**src/hw/ism_regs.svh**
```systemverilog
`ifndef ISM_REGS_SVH
`define ISM_REGS_SVH
// idle-select value that picks full sleep
`define ISM_SEL_SLEEP 1'h0
// idle-select value that picks idle
`define ISM_SEL_IDLE 1'h1
// clock-out enable is active low
`define ISM_CLKOUT_ON 1'h0
`define ISM_ROI_ON 1'h1
// reset value of the idle-select control
`define ISM_SEL_RST 1'h0
`endif

```
**src/hw/ism_pkg.sv**
```systemverilog
package ism_pkg;
   typedef enum logic [2:0] {
      ISM_RUN   = 3'h1,
      ISM_IDLE  = 3'h2,
      ISM_SLEEP = 3'h4
   } ism_mode_t;

   typedef struct packed {
      logic cpu_run;
      logic pmem_on;
      logic sysosc_periph_en;
      logic intosc_periph_en;
      logic clkout_run;
   } ism_gate_t;

   typedef struct packed {
      ism_mode_t mode;
      logic      idle_select;
      logic      doze_active;
      logic      wdt_wake;
      ism_gate_t gate;
   } ism_state_t;
endpackage

```
**src/hw/ism_idle_sleep_ctrl.sv**
```systemverilog
`timescale 1ns/1ps
`include "ism_regs.svh"
module ism_idle_sleep_ctrl
   import ism_pkg::*;
(
   // clock and reset
   input  wire logic       clk,
   input  wire logic       rst,
   // software control
   input  wire logic       idle_select_wr,
   input  wire logic       idle_select_wdata,
   output      logic       idle_select,
   input  wire logic       recover_on_irq,
   input  wire logic       doze_en,
   input  wire logic       doze_set,
   input  wire logic       clock_out_enable_n,
   // core events
   input  wire logic       sleep_exec,
   input  wire logic       irq_event,
   input  wire logic       global_irq_enable,
   input  wire logic       windowed_watchdog,
   // status and gating
   output      ism_mode_t  mode,
   output      ism_gate_t  gate,
   output      logic       doze_active,
   output      logic       wdt_reset_req,
   output      logic       wdt_wake
);

   ism_state_t st_reg;
   ism_state_t st_next;
   logic       wake_irq;
   logic       wake_wdt;

   // ****************************************
   // next state
   // ****************************************
   always_comb begin
      st_next          = st_reg;
      st_next.wdt_wake = 1'h0;
      // global enable only decides vectoring, not wake
      wake_irq = irq_event;
      wake_wdt = windowed_watchdog && (st_reg.mode == ISM_IDLE);
      if (idle_select_wr) begin
         st_next.idle_select = idle_select_wdata;
      end
      if (doze_set && doze_en) begin
         st_next.doze_active = 1'h1;
      end
      if (!doze_en) begin
         st_next.doze_active = 1'h0;
      end
      unique case (st_reg.mode)
         ISM_RUN: begin
            if (sleep_exec) begin
               // a write in the same cycle as sleep wins
               if (st_next.idle_select == `ISM_SEL_IDLE) begin
                  st_next.mode = ISM_IDLE;
               end else begin
                  st_next.mode = ISM_SLEEP;
               end
            end
         end
         ISM_IDLE: begin
            if (wake_irq || wake_wdt) begin
               st_next.mode = ISM_RUN;
               if (wake_irq && recover_on_irq == `ISM_ROI_ON && doze_en) begin
                  st_next.doze_active = 1'h0;
               end
               // watchdog alone never touches doze
               st_next.wdt_wake = wake_wdt && !wake_irq;
            end
         end
         ISM_SLEEP: begin
            if (wake_irq) begin
               st_next.mode = ISM_RUN;
               if (recover_on_irq == `ISM_ROI_ON && doze_en) begin
                  st_next.doze_active = 1'h0;
               end
            end
         end
         default: begin
            st_next.mode = ISM_RUN;
         end
      endcase
      // gating follows the mode being entered
      st_next.gate.cpu_run          = (st_next.mode == ISM_RUN);
      st_next.gate.pmem_on          = (st_next.mode == ISM_RUN);
      st_next.gate.sysosc_periph_en = (st_next.mode != ISM_SLEEP);
      st_next.gate.intosc_periph_en = 1'h1;
      st_next.gate.clkout_run       = (clock_out_enable_n == `ISM_CLKOUT_ON) &&
                                      (st_next.mode != ISM_SLEEP);
   end

   // ****************************************
   // state register
   // ****************************************
   always_ff @(posedge clk) begin
      if (rst) begin
         st_reg.mode        <= ISM_RUN;
         st_reg.idle_select <= `ISM_SEL_RST;
         st_reg.doze_active <= 1'h0;
         st_reg.wdt_wake    <= 1'h0;
         st_reg.gate        <= '{cpu_run: 1'h1, pmem_on: 1'h1, sysosc_periph_en: 1'h1,
                                 intosc_periph_en: 1'h1, clkout_run: 1'h0};
      end else begin
         st_reg <= st_next;
      end
   end

   // ****************************************
   // outputs
   // ****************************************
   assign idle_select   = st_reg.idle_select;
   assign mode          = st_reg.mode;
   assign gate          = st_reg.gate;
   assign doze_active   = st_reg.doze_active;
   assign wdt_wake      = st_reg.wdt_wake;
   // timeout resets only outside idle
   assign wdt_reset_req = windowed_watchdog && (st_reg.mode != ISM_IDLE);
endmodule

```
**config.mk**
```make
export PLATFORM = sky130hd
export DESIGN_NAME = ism_idle_sleep_ctrl
export DESIGN_NICKNAME = d
export VERILOG_FILES = /design/src/hw/ism_pkg.sv /design/src/hw/ism_idle_sleep_ctrl.sv
export VERILOG_INCLUDE_DIRS = /design/src /design/src/hw
export SDC_FILE = /design/constraint.sdc
export NUM_CORES = 1
export LEC_CHECK = 0
export ABC_CLOCK_PERIOD_IN_PS = 1500
export BUFFER_PORTS_ARGS = -buffer_cell sky130_fd_sc_hd__buf_2
export CORE_AREA = 2 2 39 41
export DETAILED_ROUTE_END_ITERATION = 6
export DIE_AREA = 0 0 41 43
export PLACE_DENSITY_LB_ADDON = 0.05
export SYNTH_ARGS = -nofsm -noshare
export SYNTH_HDL_FRONTEND = slang
export SYNTH_SLANG_ARGS = --single-unit
```
**constraint.sdc**
```tcl
create_clock -name clk -period 1.5 [get_ports clk]
set_input_delay 0.075 -clock clk [delete_from_list [all_inputs] [get_ports clk]]
set_output_delay 0.075 -clock clk [all_outputs]
set_load 0.02 [all_outputs]
```
==> flow_summary.yaml, run 1 <==
floorplanning:
  die-area_um2: 1760
  coreArea_um2: 1380
  initial_utilization: 0.314
  rows: 14
  die_y_um: 43
  die_x_um: 41
  ios: 24
final_layout:
  syn2layout_area_growth_pct: 40.3
  final_cell_mix: "buf_2 (21), dfxtp_1 (8), nor2_1 (6)"
  drive_above_1_share: 0.486
  diodes: 0
  nets: 83
  layout_commonest_cell: "buf_2"
critical_path:
  required_ps: 1630
  crit-reg2reg-launch: "mode[1]"
  rrSetupSlack_ps: 130
  critPathSlowestCell: "or4_1"
  path_buf_inv: 0
  max_stage_delay_ps: 530
  cp_max_fo: 6
  startpoint_type: "flop"
  path_cells: "nor4b_4, a21oi_2, or4_1"
  cp_data_arrival_time_ps: 1500
  r2r_end: "gate[3]"
  worstSetupEndpointType: "flop"
  worstSetupPathType: "flop to flop"
  crit_family: "simple AND/OR/NAND/NOR gates"
  r2r_cells: 3
clock_tree:
  post-cts-setup-buffer-count: 0
  cts_root_buf: "clkbuf_4"
  cts_made_buffers: 3
  clkSlewWorstSetupHoldPaths_ps: 60
  cts_tree: "yes"
  clockBufferDepth: 2
  htree_levels: 1
  cts_num_sinks: 9
  worstSkewPairLatency_ps: 260
routing:
  viasPerCell: 4.62
  wirelength_um: 982
  drc: 0
  first_pass_iters: 4
  drt_iter0_drc: 4
  ant_nets: 0
  vias: 397
  wl_per_cell_um: 11.4
timing:
  grt_setup_unrepaired: "no"
  final.setup_skew_ps: 2.98
  hold_slack_ps: 74.4
  slew_viol_final: 0
  hold_violations: 0
  fin_tns_setup_ps: 0
  period_share: 0.915
  setup_viol: 0
  fin_crit_ps: 1370
  max_freq_ghz: 0.729
global_route:
  grt.overflow.total: 0
  grt.met2_usage: 0.163
  grt_use_met3: 0.0628
  grt_usage: 0.140
  grt_pass1_wl_um: 1600
  grt_pass1_vias: 365
  met1_usage: 0.194
  grt_max_degree: 11
  busiest_layer: "met1"
  antenna_found_initial: 0
logic_synthesis:
  yosysSeqAreaShare: 0.415
  syn_inst: 43
  synth-seq-cells: 9
  synth_area_leader_cell: "dfxtp_1"
  synth_top_area_frac: 0.415
  syn_avg_cell_area_um2: 10.1
  syn_area_um2: 434
  synth_warnings: 0
  syn-num-nets: 55
  synth.area.top_cells: "dfxtp_1 (41%), nor4b_1 (6.1%), nor4b_4 (5.5%)"
  synth_cell_types: 23
pwr:
  power_density_nw_per_um2: 1060
  p_leak_nw: 0.272
  peakVddDrop_v: 0.000359
hold_path:
  hold_end: "wdt_wake"
  holdPathStages: 2
  hold_class: "input port to flop"
  min_from: "irq_event"
placement:
  numPortBuffers: 21
  place.gp.congestion: 0.740
  dp_hpwl_um: 741
flow_run:
  cap_violations: 0
run_status:
  status: "finished, final reports clean"
-- registers in the layout, summed over array words and instances (netlist names) --
name and flops:
wdt_wake 1, gate 3, mode 3, doze_active 1, idle_select 1
-- where the power goes --
group          leakage [nW]  switching (W)  total, W  internal, W
Combinational         0.182      0.0000992  0.000180    0.0000804
Sequential           0.0745      0.0000149  0.000275     0.000260
Clock                0.0150      0.0000863  0.000189     0.000103
Total                 0.272       0.000200  0.000643     0.000443
-- logic make-up (layout without fill, tap and decap cells) --
group / Yosys count / in the layout / synth area share
compound gates: 4 / 4 / 0.0692
xor+xnor: 2 / 2 / 0.0404
buf+inv: 4 / 31 / 0.0720
flops: 9 / 9 / 0.415
mux: 1 / 1 / 0.0231
other cells: 1 / 1 / 0.00864
simple gates: 22 / 22 / 0.372
-- routing by layer --
layer,vias up,part of all wire
met4,0,0
li1,210,-
met2,15,0.41
met3,0,0.093
met5,-,0
met1,172,0.49
-- worst max path at each step --
stage	from	slack, ps	depth (start not counted)	endpoint
3_3_place_gp	mode[1]	100	3	gate[3]
5_1_grt	mode[1]	80	3	gate[3]
3_5_place_dp	mode[1]	80	3	gate[3]
6_report	mode[1]	130	3	gate[3]
2_1_floorplan	mode[2]	30	3	gate[3]
4_1_cts	mode[1]	60	4	wdt_reset_req
-- synthesized netlist by cell type --
library cell / number
a21oi_1: 1
a21oi_2: 1
a41oi_1: 1
and4b_1: 1
buf_2: 1
buf_4: 2
buf_6: 1
conb_1: 1
dfxtp_1: 9
mux2i_1: 1
nand2b_1: 2
nand4b_1: 1
nor2_1: 6
nor3_1: 1
nor3b_1: 1
nor4_1: 1
nor4b_1: 3
nor4b_4: 1
nor4bb_1: 1
o21a_1: 1
or2_2: 1
or4_1: 3
xor2_1: 2
-- cell type report --
class | count | area, µm²
repair buffers | 27 | 153
multi-input cells | 30 | 229
clock buffers | 4 | 26.3
fillers | 145 | 774
well taps | 16 | 20.0
flip-flops and latches | 9 | 181
-- what timing repair did --
action / in CTS / in global routing
hold buffers: 1 / 0
endpoints found under the setup margin: 0 / 2
resized for setup: 0 / 2
endpoints found under the hold margin: 1 / 0
-- through the flow --
stage	util	cells	total power [W]	setup slack, ps	cell area (µm²)
2_1_floorplan	-	43	0.000392	29.7	434
6_report	0.440	86	0.000643	127	609
3_3_place_gp	0.409	81	0.000456	96.6	566
4_1_cts	0.435	86	0.000653	61.7	602
5_1_grt	0.440	86	0.000687	80.8	609
3_5_place_dp	0.409	81	0.000456	84.6	566
Note: power is estimated with default switching activity, not from simulation.
==> run 2, diff against run 1 <==
--- a/config.mk
+++ b/config.mk
@@ -12,6 +12,7 @@
 export DETAILED_ROUTE_END_ITERATION = 6
 export DIE_AREA = 0 0 41 43
 export PLACE_DENSITY_LB_ADDON = 0.05
+export SETUP_SLACK_MARGIN = 0.5
 export SYNTH_ARGS = -nofsm -noshare
 export SYNTH_HDL_FRONTEND = slang
 export SYNTH_SLANG_ARGS = --single-unit
==> flow_summary.yaml, run 2 (synthesis gave the netlist of run 1 again) <==
clock_tree:
  cts_made_buffers: 3
  htree_levels: 1
  clkSlewWorstSetupHoldPaths_ps: 60
  cts_tree: "yes"
  clockBufferDepth: 2
  worstSkewPairLatency_ps: 260
  cts_num_sinks: 9
  cts_root_buf: "clkbuf_4"
critical_path:
  path_cells: "buf_6, nor4bb_1, or4_1"
  worstSetupPathType: "flop to flop"
  crit-reg2reg-launch: "mode[2]"
  r2r_cells: 3
  max_stage_delay_ps: 490
  worstSetupEndpointType: "flop"
  critPathLaunch: "mode[2]"
  rrSetupSlack_ps: 280
  startpoint_type: "flop"
  required_ps: 1640
  cp_max_fo: 6
  cp_data_arrival_time_ps: 1360
  r2r_end: "gate[3]"
  critPathSlowestCell: "or4_1"
global_route:
  grt_usage: 0.120
  antenna_found_initial: 0
  grt_pass1_wl_um: 1420
  grt.overflow.total: 0
  grt_max_degree: 10
  grt_pass1_vias: 347
timing:
  period_share: 0.817
  setup_viol: 0
  hold_violations: 0
  slew_viol_final: 0
  final.setup_skew_ps: 0.832
  max_freq_ghz: 0.816
  grt_setup_unrepaired: "yes"
  fin_crit_ps: 1220
  fin_tns_setup_ps: 0
  hold_slack_ps: 90.4
final_layout:
  n_fill_cell: 151
  design_area_um2: 686
  largestRegisters: "gate x3, mode x3"
  drive_above_1_share: 0.592
  diodes: 0
  nets: 84
  layout_commonest_cell: "buf_2"
  final_cell_mix: "buf_2 (19), dfxtp_1 (6), nor2_1 (5)"
  syn2layout_area_growth_pct: 57.9
routing:
  first_pass_iters: 2
  ant_nets: 0
  drt_iter0_drc: 1
  vias: 430
  drc: 0
  wirelength_um: 929
  wl_per_cell_um: 10.7
  viasPerCell: 4.94
pwr:
  p_leak_nw: 0.289
  peakVddDrop_v: 0.000419
  power_density_nw_per_um2: 993
hold_path:
  hold_class: "input port to flop"
  hold_end: "wdt_wake"
  min_from: "irq_event"
  holdPathStages: 2
placement:
  numPortBuffers: 21
  dp_hpwl_um: 655
  dpl-instance-area_um2: 556
  place.gp.congestion: 0.679
floorplanning:
  die-area_um2: 1760
  rows: 14
  die_y_um: 43
  initial_utilization: 0.314
  coreArea_um2: 1380
  ios: 24
  die_x_um: 41
flow_run:
  cap_violations: 0
run_status:
  status: "finished, final reports clean"
## run 2: cell types whose count changed in the layout (fill, tap and decap cells not counted), sizes merged
cell  change
buf       +1
## run 2: layer usage
| metal | part of all wire | track usage |
|---|---|---|
| met5 | 0 | 0 |
| met4 | 0.016 | 0.0800 |
| met3 | 0.067 | 0.0314 |
| met2 | 0.45 | 0.147 |
| met1 | 0.47 | 0.175 |
## run 2: stage by stage
| step | std cells | power (W) | setup WS [ps] | utilization |
|---|---|---|---|---|
| after detailed placement | 76 | 0.000440 | 262 | 0.401 |
| after global placement | 76 | 0.000440 | 253 | 0.401 |
| final | 87 | 0.000681 | 275 | 0.495 |
| after CTS | 83 | 0.000653 | 276 | 0.451 |
| after global routing | 87 | 0.000720 | 230 | 0.495 |
| after floorplan | 43 | 0.000405 | 239 | - |
## run 2: critical path, delay by kind of cell (launching register included)
| family | cells | cell delay (ps) |
|---|---|---|
| AND/OR/NAND/NOR | 2 | 610 |
| flip-flops | 1 | 370 |
| buffers and inverters | 1 | 120 |
## run 2: layout make-up
class	count	area, µm²	area share
clock buffers	4	26.3	0.0383
multi-input cells	30	268	0.391
flip-flops and latches	9	191	0.279
well taps	16	20.0	0.0292
repair buffers	28	180	0.263
## run 2: repair_timing
item                       in CTS  in global routing
setup endpoints to repair       7                  8
hold buffers                    1                  0
gates resized for setup         6                  9
pin swaps                       0                  1
setup buffers                   2                  4
hold endpoints to repair        1                  0
## run 2: worst max path at each step
stage | to | slack [ps] | cells past startpoint
floorplan | gate[3] | 240 | 4
global placement | gate[3] | 250 | 3
detailed placement | gate[3] | 260 | 3
CTS | gate[3] | 280 | 3
global route | gate[3] | 230 | 3
finish | gate[3] | 280 | 3
## run 2: power by group
group | total (W) | switching, W | internal [W] | leakage (nW)
clock | 0.000183 | 0.0000808 | 0.000102 | 0.0150
sequential | 0.000287 | 0.0000262 | 0.000261 | 0.0756
combinational | 0.000210 | 0.0000993 | 0.000111 | 0.198
total | 0.000681 | 0.000206 | 0.000474 | 0.289
==> run 3, diff against run 2 <==
--- a/config.mk
+++ b/config.mk
@@ -6,7 +6,7 @@
 export SDC_FILE = /design/constraint.sdc
 export NUM_CORES = 1
 export LEC_CHECK = 0
-export ABC_CLOCK_PERIOD_IN_PS = 1500
+export ABC_CLOCK_PERIOD_IN_PS = 1000
 export BUFFER_PORTS_ARGS = -buffer_cell sky130_fd_sc_hd__buf_2
 export CORE_AREA = 2 2 39 41
 export DETAILED_ROUTE_END_ITERATION = 6
==> constraint.sdc (replaced) <==
create_clock -name clk -period 1 [get_ports clk]
set_input_delay 0.05 -clock clk [delete_from_list [all_inputs] [get_ports clk]]
set_output_delay 0.05 -clock clk [all_outputs]
set_load 0.02 [all_outputs]
==> flow_summary.yaml, run 3 (synthesis gave the netlist of run 1 again) <==
pwr:
  power.share.clock: 0.252
  p_leak_nw: 0.347
  power_density_nw_per_um2: 1360
  p_int_w: 0.000779
  p_seq_frac: 0.390
  power.switching_w: 0.000347
  comb_power_share: 0.358
  peakVddDrop_v: 0.000611
  p_sw_frac: 0.308
timing:
  slew_viol_final: 0
  grt_setup_unrepaired: "yes"
  max_freq_ghz: 0.816
  hold_slack_ps: -49.0
  setup_viol: 10
  hold_violations: 1
  fin_ws_ps: -226
  fin_crit_ps: 1230
  period_share: 1.23
  final.setup_skew_ps: 9.16
critical_path:
  required_ps: 950
  cp_data_arrival_time_ps: 1180
  cp_max_fo: 6
  startpoint_type: "flop"
  worstSetupPathType: "flop to primary output"
  worstSetupEndpointType: "primary output"
  rrSetupSlack_ps: -220
routing:
  drc: 0
  wirelength_um: 1170
  viasPerCell: 4.97
  vias: 462
  drt_iter0_drc: 3
  ant_nets: 0
  first_pass_iters: 4
  wl_per_cell_um: 12.6
floorplanning:
  rows: 14
  ios: 24
  die-area_um2: 1760
  coreArea_um2: 1380
  die_x_um: 41
  initial_utilization: 0.314
  die_y_um: 43
placement:
  dp_hpwl_um: 798
  post-place-ws_ps: -221
  place.gp.congestion: 0.782
  numPortBuffers: 21
hold_path:
  hold_class: "input port to flop"
final_layout:
  final_cell_mix: "buf_6 (15), buf_2 (10), buf_4 (9)"
  layout_commonest_cell: "buf_6"
  fin_util: 0.597
  n_fill_cell: 133
  diodes: 0
  largestRegisters: "gate x3, mode x3"
  syn2layout_area_growth_pct: 90.2
  nets: 90
  drive_above_1_share: 0.766
clock_tree:
  worstSkewPairLatency_ps: 260
  cts_num_sinks: 9
  clockBufferDepth: 2
  htree_levels: 1
  cts_tree: "yes"
  clkSlewWorstSetupHoldPaths_ps: 60
  cts_made_buffers: 3
  cts_root_buf: "clkbuf_4"
global_route:
  grt_max_degree: 9
  grt.overflow.total: 0
  antenna_found_initial: 0
  grt_usage: 0.155
  grt_pass1_vias: 422
  grt_pass1_wl_um: 1840
run_status:
  status: "finished with violations"
  violations: "hold timing, setup timing"
flow_run:
  cap_violations: 0
==> run 3: path summary, 6_finish.rpt <==
kind | from | to | depth (start not counted)
worst max-delay path | mode[2] | wdt_reset_req | 4
worst min-delay path | clock_out_enable_n | gate[0] | 2
worst max register to register | mode[2] | gate[2] | 4
worst min register to register | doze_active | doze_active | 2
==> run 3: stage by stage <==
stage | instance area, µm² | power (W) | hold slack [ps] | instances | TNS [ps]
floorplan | 484 | 0.000621 | 113 | 43 | -1020
global placement | 628 | 0.000715 | 216 | 84 | -1010
detailed placement | 628 | 0.000718 | 220 | 84 | -1020
CTS | 815 | 0.00113 | -56.5 | 93 | -1530
global route | 826 | 0.00120 | -58.8 | 93 | -2080
finish | 826 | 0.00113 | -49.0 | 93 | -1510
==> run 3: layout make-up <==
cell class	count	area, µm²	area share
Multi-Input combinational cell	30	292	0.353
Clock buffer	4	26.3	0.0318
Sequential cell	9	201	0.244
Timing Repair Buffer	34	287	0.347
Tap cell	16	20.0	0.0242
==> run 3: what timing repair did <==
| item | 4_1_cts | 5_1_grt |
|---|---|---|
| resized for setup | 37 | 3 |
| setup endpoints to repair | 20 | 20 |
| setup buffers | 5 | 0 |
| pin swaps | 1 | 3 |
| hold endpoints to repair | 1 | 1 |
==> run 3: power groups by stage <==
stage          Sequential, W  Combinational [W]  Clock, W
2_1_floorplan       0.000468           0.000152         0
3_3_place_gp        0.000443           0.000271         0
3_5_place_dp        0.000445           0.000273         0
4_1_cts             0.000439           0.000392  0.000297
5_1_grt             0.000445           0.000435  0.000325
6_report            0.000439           0.000403  0.000283
==> run 3: worst max-delay path: stages (launching register included) <==
cell	delay, ps
dfxtp_4	360
nand2b_4	150
buf_6	110
o21a_4	180
buf_6	120
==> run 3: routing by layer <==
layer	track usage	share of wire	vias to the layer above
li1	-	-	223
met4	0.0800	0.0043	0
met2	0.228	0.52	19
met5	0	0	-
met1	0.206	0.41	218
met3	0.0314	0.060	2
